### config.mk
export PLATFORM = sky130hd
export DESIGN_NAME = trbg_top
export DESIGN_NICKNAME = d
export VERILOG_FILES = /design/src/logic/trbg_top.v
export VERILOG_INCLUDE_DIRS = /design/src /design/src/common
export SDC_FILE = /design/constraint.sdc
export NUM_CORES = 1
export LEC_CHECK = 0
export BUFFER_PORTS_ARGS = -buffer_cell sky130_fd_sc_hd__clkbuf_2
export CAP_MARGIN = 5
export CORE_ASPECT_RATIO = 0.8
export CORE_MARGIN = 4
export CORE_UTILIZATION = 31
export CTS_CLUSTER_DIAMETER = 80
export CTS_CLUSTER_SIZE = 12
export DETAILED_ROUTE_END_ITERATION = 6
export GPL_ROUTABILITY_DRIVEN = 0
export GPL_TIMING_DRIVEN = 1
export PLACE_DENSITY_LB_ADDON = 0.25
export SKIP_LAST_GASP = 1
export SLEW_MARGIN = 10
export SYNTH_ARGS = -nofsm -noshare
export SYNTH_HDL_FRONTEND = slang
export SYNTH_SLANG_ARGS = --single-unit
### constraint.sdc
create_clock -name clk -period 5.3 [get_ports clk]
set_input_delay 0 -clock clk [delete_from_list [all_inputs] [get_ports clk]]
set_output_delay 0 -clock clk [all_outputs]
set_load 0.02 [all_outputs]
### src/common/trbg_map.vh
// Purpose: register offsets, field positions, reset values and timing for the random byte block
// Assumes: byte addresses on a 32-bit Avalon-MM slave, 20 MHz clock
// Notes: times are in microseconds; cycle counts derive from the clock rate
`ifndef TRBG_MAP_VH
`define TRBG_MAP_VH

// ----------------------------------------------------------------
// register offsets
// ----------------------------------------------------------------
`define TRBG_OFF_START 12'h000
`define TRBG_OFF_STOP 12'h004
`define TRBG_OFF_FLAG 12'h100
`define TRBG_OFF_SHORT 12'h200
`define TRBG_OFF_IENSET 12'h304
`define TRBG_OFF_IENCLR 12'h308
`define TRBG_OFF_CONFIG 12'h504
`define TRBG_OFF_VALUE 12'h508

// ----------------------------------------------------------------
// fields and reset values
// ----------------------------------------------------------------
`define TRBG_BIT_TRIGGER 0
`define TRBG_BIT_FLAG 0
`define TRBG_BIT_SHORT 0
`define TRBG_BIT_IEN 0
`define TRBG_BIT_BIAS 0
`define TRBG_RST_FLAG 1'b0
`define TRBG_RST_SHORT 1'b0
`define TRBG_RST_IEN 1'b0
`define TRBG_RST_BIAS 1'b0
`define TRBG_RST_VALUE 8'h00

// ----------------------------------------------------------------
// timing
// ----------------------------------------------------------------
`define TRBG_CLK_MHZ 20
`define TRBG_T_START_US 128
`define TRBG_T_RAW_US 30
`define TRBG_T_BC_US 120
`define TRBG_START_CYC (`TRBG_T_START_US * `TRBG_CLK_MHZ)
`define TRBG_RAW_BIT_CYC ((`TRBG_T_RAW_US * `TRBG_CLK_MHZ) / 8)
`define TRBG_BC_PAIR_CYC ((`TRBG_T_BC_US * `TRBG_CLK_MHZ) / 32)

`endif

### src/logic/trbg_top.v
// Purpose: true random byte generator with task, event, shortcut and interrupt registers
// Assumes: single clock, Avalon-MM slave with waitrequest, noise bit is a synchronous input
// Notes: generation timing is derived from counters; noise bits come from outside
//
// Notes on behaviour
// - writing the start trigger begins random generation
// - writing the stop trigger ends random generation
// - while running each new byte overwrites the output and raises the ready event
// - ready flag is bit 0 at 0x100, one after a new byte, resets to zero
// - shortcut bit set makes every ready event stop the generator
// - writing one at 0x304 enables the ready interrupt; reads show the enable
// - writing one at 0x308 disables the ready interrupt; reads show the enable
// - configuration register at 0x504 selects bias correction
// - bias correction removes ones or zeros bias, generating more slowly
// - processed bits gather in an eight bit register read in parallel
// - a start waits a fixed start-up delay once before generation begins
// - without correction each byte takes the raw per-byte time
// - with correction byte time is unbounded; discarded pairs lengthen it
//
// Register access over Avalon-MM was left to the implementer.
`include "trbg_map.vh"

module trbg_top #(
  parameter START_CYCLES = `TRBG_START_CYC,
  parameter RAW_BIT_CYCLES = `TRBG_RAW_BIT_CYC,
  parameter BC_PAIR_CYCLES = `TRBG_BC_PAIR_CYC
) (
  input wire clk,
  input wire rst_n,
  input wire [11:0] avs_address,
  input wire avs_read,
  input wire avs_write,
  input wire [31:0] avs_writedata,
  input wire [3:0] avs_byteenable,
  output reg [31:0] avs_readdata,
  output reg avs_waitrequest,
  input wire noise_bit,
  output reg irq
);

  // ----------------------------------------------------------------
  // states
  // ----------------------------------------------------------------
  localparam ST_IDLE = 2'd0;
  localparam ST_WARM = 2'd1;
  localparam ST_RUN = 2'd2;

  reg [1:0] state_reg;
  reg [15:0] count_reg;
  reg flag_reg;
  reg short_reg;
  reg ien_reg;
  reg bias_reg;
  reg [7:0] value_reg;
  reg [7:0] shift_reg;
  reg [2:0] nbits_reg;
  reg first_reg;
  reg first_val_reg;
  reg ack_reg;

  // ----------------------------------------------------------------
  // bus access
  // ----------------------------------------------------------------
  // one wait cycle per access: waitrequest drops the cycle after the request appears
  wire access = (avs_read | avs_write) & ~ack_reg;
  wire wr = avs_write & access;
  wire rd = avs_read & access;
  wire lane0 = avs_byteenable[0];

  function hit;
    input [11:0] off;
    begin
      hit = wr & lane0 & (avs_address == off);
    end
  endfunction

  wire wr_start = hit(`TRBG_OFF_START) & avs_writedata[`TRBG_BIT_TRIGGER];
  wire wr_stop = hit(`TRBG_OFF_STOP) & avs_writedata[`TRBG_BIT_TRIGGER];

  // ----------------------------------------------------------------
  // generator
  // ----------------------------------------------------------------
  wire [15:0] period = bias_reg ? BC_PAIR_CYCLES[15:0] : RAW_BIT_CYCLES[15:0];
  wire tick = (state_reg == ST_RUN) && (count_reg == 16'h0000);
  // corrected mode: unequal pair gives first bit, equal pair is dropped
  wire bit_ok = bias_reg ? (first_reg & (first_val_reg != noise_bit)) : 1'b1;
  wire bit_val = bias_reg ? first_val_reg : noise_bit;
  wire take = tick & bit_ok;
  wire byte_done = take & (nbits_reg == 3'd7);
  wire stop_now = wr_stop | (byte_done & short_reg);

  always @(posedge clk or negedge rst_n) begin
    if (!rst_n) begin
      state_reg <= ST_IDLE;
      count_reg <= 16'h0000;
      shift_reg <= 8'h00;
      nbits_reg <= 3'd0;
      first_reg <= 1'b0;
      first_val_reg <= 1'b0;
      value_reg <= `TRBG_RST_VALUE;
    end else begin
      if (byte_done) begin
        value_reg <= {shift_reg[6:0], bit_val};
      end
      if (take) begin
        shift_reg <= {shift_reg[6:0], bit_val};
        nbits_reg <= nbits_reg + 3'd1;
      end
      if (tick) begin
        count_reg <= period - 16'h0001;
        if (bias_reg) begin
          first_reg <= ~first_reg;
          first_val_reg <= noise_bit;
        end
      end else if (count_reg != 16'h0000) begin
        count_reg <= count_reg - 16'h0001;
      end
      case (state_reg)
        ST_IDLE: begin
          if (wr_start && !wr_stop) begin
            state_reg <= ST_WARM;
            count_reg <= START_CYCLES[15:0] - 16'h0001;
          end
        end
        ST_WARM: begin
          if (wr_stop) begin
            state_reg <= ST_IDLE;
          end else if (count_reg == 16'h0000) begin
            state_reg <= ST_RUN;
            count_reg <= period - 16'h0001;
            nbits_reg <= 3'd0;
            first_reg <= 1'b0;
          end
        end
        ST_RUN: begin
          if (stop_now) begin
            state_reg <= ST_IDLE;
            count_reg <= 16'h0000;
          end
        end
        default: begin
          state_reg <= ST_IDLE;
        end
      endcase
    end
  end

  // ----------------------------------------------------------------
  // registers and interrupt
  // ----------------------------------------------------------------
  always @(posedge clk or negedge rst_n) begin
    if (!rst_n) begin
      flag_reg <= `TRBG_RST_FLAG;
      short_reg <= `TRBG_RST_SHORT;
      ien_reg <= `TRBG_RST_IEN;
      bias_reg <= `TRBG_RST_BIAS;
      irq <= 1'b0;
      ack_reg <= 1'b0;
      avs_waitrequest <= 1'b1;
      avs_readdata <= 32'h00000000;
    end else begin
      ack_reg <= access;
      avs_waitrequest <= ~access;
      // a new byte in the clearing cycle keeps the flag set
      if (byte_done) begin
        flag_reg <= 1'b1;
      end else if (hit(`TRBG_OFF_FLAG)) begin
        flag_reg <= avs_writedata[`TRBG_BIT_FLAG];
      end
      if (hit(`TRBG_OFF_SHORT)) begin
        short_reg <= avs_writedata[`TRBG_BIT_SHORT];
      end
      if (hit(`TRBG_OFF_IENSET) && avs_writedata[`TRBG_BIT_IEN]) begin
        ien_reg <= 1'b1;
      end else if (hit(`TRBG_OFF_IENCLR) && avs_writedata[`TRBG_BIT_IEN]) begin
        ien_reg <= 1'b0;
      end
      if (hit(`TRBG_OFF_CONFIG)) begin
        bias_reg <= avs_writedata[`TRBG_BIT_BIAS];
      end
      irq <= (byte_done | flag_reg) & ien_reg &
             ~(hit(`TRBG_OFF_FLAG) & ~avs_writedata[0] & ~byte_done) &
             ~(hit(`TRBG_OFF_IENCLR) & avs_writedata[0]) |
             (byte_done | flag_reg) & hit(`TRBG_OFF_IENSET) & avs_writedata[0];
      if (rd) begin
        case (avs_address)
          `TRBG_OFF_FLAG: avs_readdata <= {31'h00000000, flag_reg};
          `TRBG_OFF_SHORT: avs_readdata <= {31'h00000000, short_reg};
          `TRBG_OFF_IENSET: avs_readdata <= {31'h00000000, ien_reg};
          `TRBG_OFF_IENCLR: avs_readdata <= {31'h00000000, ien_reg};
          `TRBG_OFF_CONFIG: avs_readdata <= {31'h00000000, bias_reg};
          `TRBG_OFF_VALUE: avs_readdata <= {24'h000000, value_reg};
          default: avs_readdata <= 32'h00000000;
        endcase
      end
    end
  end

endmodule // trbg_top

## Word-level counts from Yosys, hierarchy flattened

Cells that the tools add are included.

| operators by class | value |
|---|---|
| $add $sub $neg | 2 |
| equal/unequal tests | 14 |
| muxes and demuxes | 28 |
| bitwise logic cells | 36 |
| reduce and logical (&&, ||, !) cells | 14 |

Operator list:

| cell | count |
|---|---|
| $mux 16 | 6 |
| $pmux 16 s3 | 1 |
| $pmux 8 s5 | 1 |
| $eq 12x10->1 const B | 3 |
| $and 1x1->1 | 25 |
| $eq 12x11->1 const B | 2 |
| $logic_not 16->1 | 1 |
| $reduce_bool 16->1 | 1 |
| $sub 16x1->16 const B | 1 |
| $eq 12x3->1 const B | 1 |
| $eq 12x9->1 const B | 1 |
| $logic_not 12->1 | 1 |
| $mux 3 | 4 |
| $mux 1 | 11 |
| $mux 2 | 4 |
| $not 1->1 | 7 |
| $pmux 2 s3 | 1 |
| $logic_and 1x1->1 | 4 |
| $ne 2x2->1 const B | 2 |
| $or 1x1->1 | 4 |
| $reduce_bool 2->1 | 2 |
| $add 3x1->3 const B | 1 |
| $eq 3x3->1 const B | 1 |
| $ne 3x3->1 const B | 1 |
| 8 further kinds | 8 |

| storage, ports and cells | value |
|---|---|
| bits in registers | 77 |

## Logic depth before layout (Yosys ltp)

| depth | value |
|---|---|
| depth after elaboration | 11 |
| gate-level depth with buffers | 11 |
| gate-level depth less buffers | 10 |

## Worst setup path before layout

OpenSTA, ideal clock, no wires.

| timing path | value |
|---|---|
| kind | register to register |
| from | reg count_reg[12] |
| to | reg count_reg[0] |
| library setup time | 83 ps |
| arrival time | 2303 ps |
| setup slack | 2914 ps |
| cell stages (with the launch flop) | 11 |
| path buffers | 2 |
| period minus slack after synthesis | 2386 ps |
| cells stage by stage | dfrtp_1 -> or4_1 -> buf_2 -> nor3_4 -> and2_1 -> buf_6 -> inv_4 -> ha_1 -> a311oi_1 -> nor3_1 -> o21ai_0 |

| between the ends | value |
|---|---|
| longest elaborated chain between the ends | 8 |
| elaborated cells between the ends (all ways) | 14 |
| classes of those cells | 7 x mux; 4 x bitwise; 3 x reduce/logical |

Ends and longest elaborated chain:

| element | RTL line | text |
|---|---|---|
| start: declaration | trbg_top.v:49 | `reg [15:0] count_reg;` |
| start signal: assignment | trbg_top.v:110 | `count_reg <= period - 16'h0001;` |
| start signal: assignment | trbg_top.v:116 | `count_reg <= count_reg - 16'h0001;` |
| start signal: assignment | trbg_top.v:122 | `count_reg <= START_CYCLES[15:0] - 16'h0001;` |
| $logic_not 16->1 | trbg_top.v:84, trbg_top.v:128 |  |
| $logic_and 1x1->1 | trbg_top.v:84 | `wire tick = (state_reg == ST_RUN) && (count_reg == 16'h0000);` |
| $and 1x1->1 | trbg_top.v:88 | `wire take = tick & bit_ok;` |
| $and 1x1->1 | trbg_top.v:89 | `wire byte_done = take & (nbits_reg == 3'd7);` |
| $and 1x1->1 | trbg_top.v:90 | `wire stop_now = wr_stop \| (byte_done & short_reg);` |
| $or 1x1->1 | trbg_top.v:90 |  |
| $mux 16 | trbg_top.v:136 | `if (stop_now) begin` |
| $pmux 16 s3 (*) | trbg_top.v:118 | `case (state_reg)` |

Mark *: on every way between the ends. The rest lies on a longest branch, timed or not.
A chain may end at the register's enable or synchronous reset.

## Final worst setup path

Ends and elaborated chain as after synthesis.

==> impl_metrics.toml <==
[run_status]
status = "finished, final reports clean"

[timing]
hold_viol = 0
maxSlewViolCount = 0
max_freq_mhz = 341.0
rsz0062_at_grt = "false"
timing.hold.ws_ns = 0.006582
relSlewSlack_pct = 44.19
finalSetupViolations = 0
skew_ns = 0.006091
setup_ws_ns = 2.367
fin_crit_ns = 2.933
fin_crit_sh_pct = 55.33
tightest_slew_ns = 0.8308
finalSetupTns_ns = 0

[die]
design.die.area_um2 = 10990
io_pins = 87
start_util_pct = 31.98
core_um2 = 9076
die_y_um = 94.55
rows = 31
die_x_um = 116.2

[cells_and_area]
mostFrequentLayoutCell = "dfrtp_1"
antenna_cells = 0
postLayoutCellArea_um2 = 3287
drive_gt1_share_pct = 20.99
final_cell_mix = "52 x dfrtp_1, 28 x clkbuf_2, 24 x nor2_1, 24 x conb_1, 19 x mux2_2"
largest_register_ffs = 16
fin_util_pct = 36.21
num-nets-final = 380
syn2layout_area_growth_pct = 13.23

[critical_path]
crit_type = "flip-flop to flip-flop"
path_max_fanout = 7
arrival_ns = 3.12
critPathRequiredTime_ns = 5.48
endpoint_kind = "flip-flop"
cp-start-kind = "flip-flop"

[detailed_routing]
vias_per_cell = 5.000
routedWlPerCell_um = 14.31
drt-initial-drc-count = 125
drcViolationCount = 0
antenna_left = 0
drt-total-wl_um = 6283
vias = 2195
first_pass_iters = 4

[cts]
cts_buffer_depth = 2
root_buffer = "clkbuf_16"
clk_pin_slew_ns = 0.07
ctsResizeCount = 0
clock_sinks = 53
cts_buffers = 5
post_cts_buffers = 0
cts_tree = "built"
cts_hold_buffers = 3
clock_latency_ns = 0.29
htreeDepth = 2

[global_route]
grt_pass1_wl_um = 10850
antenna_found_initial = 0
grt.total_usage_pct = 12.42
grt_max_degree = 54
first_global_vias = 2172
overflow = 0

[logic_synthesis]
synth_edf_count = 0
yosys_warnings = 0
ys_ff_latch = 53
avgSynthCellArea_um2 = 10.11
synth_async_sr_flop_share_pct = 100.0
synth_ff_type = "dfrtp_1"
synth_seq_area_share_pct = 45.73
yosysTopAreaCellShare_pct = 44.83
ys_types = 52
syn_inst = 287
ys_top_cells_by_area = "dfrtp_1 45%, mux2_2 7.4%, buf_4 6.2%, nor2_1 3.1%, nor3_1 2.4%"
syn_area_um2 = 2903
synth_top_cell_by_area = "dfrtp_1"

[flow_run]
cap_violations = 0

[placement]
place_area_um2 = 3084
io_buffer_count = 28
dp_slack_ns = 2.418
dp.final_hpwl_um = 4629

[pwr]
power_density_nw_per_um2 = 292.6
leakage_nw = 1.422
ir_drop_uv = 122.8

[min_path]
hold_class = "primary input to flip-flop"
worst max-delay path: stages, from the launching register on:
cell and delay, ns:
dfrtp_1 0.45, or4_1 0.73, nor3_4 0.34, and2_1 0.36
inv_4 0.07, ha_1 0.31, a311oi_1 0.23, nor3_1 0.07
o21ai_0 0.26
final timing paths:
path,from,to,slack [ns],cells after the start
worst max-delay path,count_reg[12]$_DFF_PN0_,count_reg[0]$_DFF_PN0_,2.37,8
min in group asynchronous,rst_n,count_reg[10]$_DFF_PN0_,0.36,3
max in group asynchronous,rst_n,count_reg[12]$_DFF_PN0_,4.46,3
worst min-delay path,noise_bit,first_val_reg$_DFFE_PN0P_,0.007,2
worst max register to register,count_reg[12]$_DFF_PN0_,count_reg[0]$_DFF_PN0_,2.37,8
worst min register to register,ack_reg$_DFF_PN0_,ack_reg$_DFF_PN0_,0.46,1
power breakdown:
part | switching [mW] | leakage, nW | internal [mW] | total (mW)
Combinational | 0.0806 | 0.671 | 0.0485 | 0.129
Sequential | 0.0274 | 0.667 | 0.430 | 0.457
Clock | 0.149 | 0.0848 | 0.226 | 0.375
layout make-up:
cell class / instances / area, um^2
clock inverters: 3 / 47.55
repair buffers: 34 / 192.7
well taps: 115 / 143.9
inverters: 6 / 25.02
fillers: 916 / 5789
clock buffers: 5 / 125.1
flip-flops and latches: 53 / 1328
multi-input cells: 223 / 1425
cells in the mapped netlist, types with 2 or more instances:
library cell	count
nor3_2	2
a31oi_1	3
inv_1	5
o31ai_1	3
a21oi_1	7
o22ai_1	2
nand4_1	3
nand2b_1	6
a22o_1	7
o21ai_0	14
a311oi_1	3
nor2b_1	8
and2_1	2
ha_1	4
nand3_2	2
nand2_1	18
xnor2_1	5
mux2_2	19
buf_6	2
a2bb2oi_1	2
or4_1	2
buf_4	24
or3_1	4
o21a_1	3
nand3b_1	2
nand3_1	12
nor4_1	8
dfrtp_1	52
nor2_1	24
nor3_1	14
mux2i_1	4
layer usage:
metal / track usage (%) / share of wire [%] / up-vias
met5: 0 / 0 / -
met4: 3.865 / 1.4 / 0
met3: 2.178 / 4.7 / 7
met2: 18.34 / 42 / 49
met1: 18.40 / 51 / 1063
li1: - / - / 1076
metrics by stage:
stage | instances | total power, mW
3_3_place_gp | 428 | 0.5895
6_report | 439 | 0.9619
5_1_grt | 439 | 1.019
4_1_cts | 439 | 0.9789
3_5_place_dp | 428 | 0.5922
2_1_floorplan | 310 | 0.5642
logic make-up after synthesis:
kind of cell	Yosys count	synth area share [%]
AND/OR/NAND/NOR	114	21.21
other	1	0.1292
flip-flops	53	45.73
multiplexers	23	8.750
XOR/XNOR	6	1.810
AO/OA/AOI/OAI	52	12.50
buffers and inverters	34	8.146
adder cells (fa/ha/maj)	4	1.724
No activity file was read; power rests on OpenSTA's default activity.
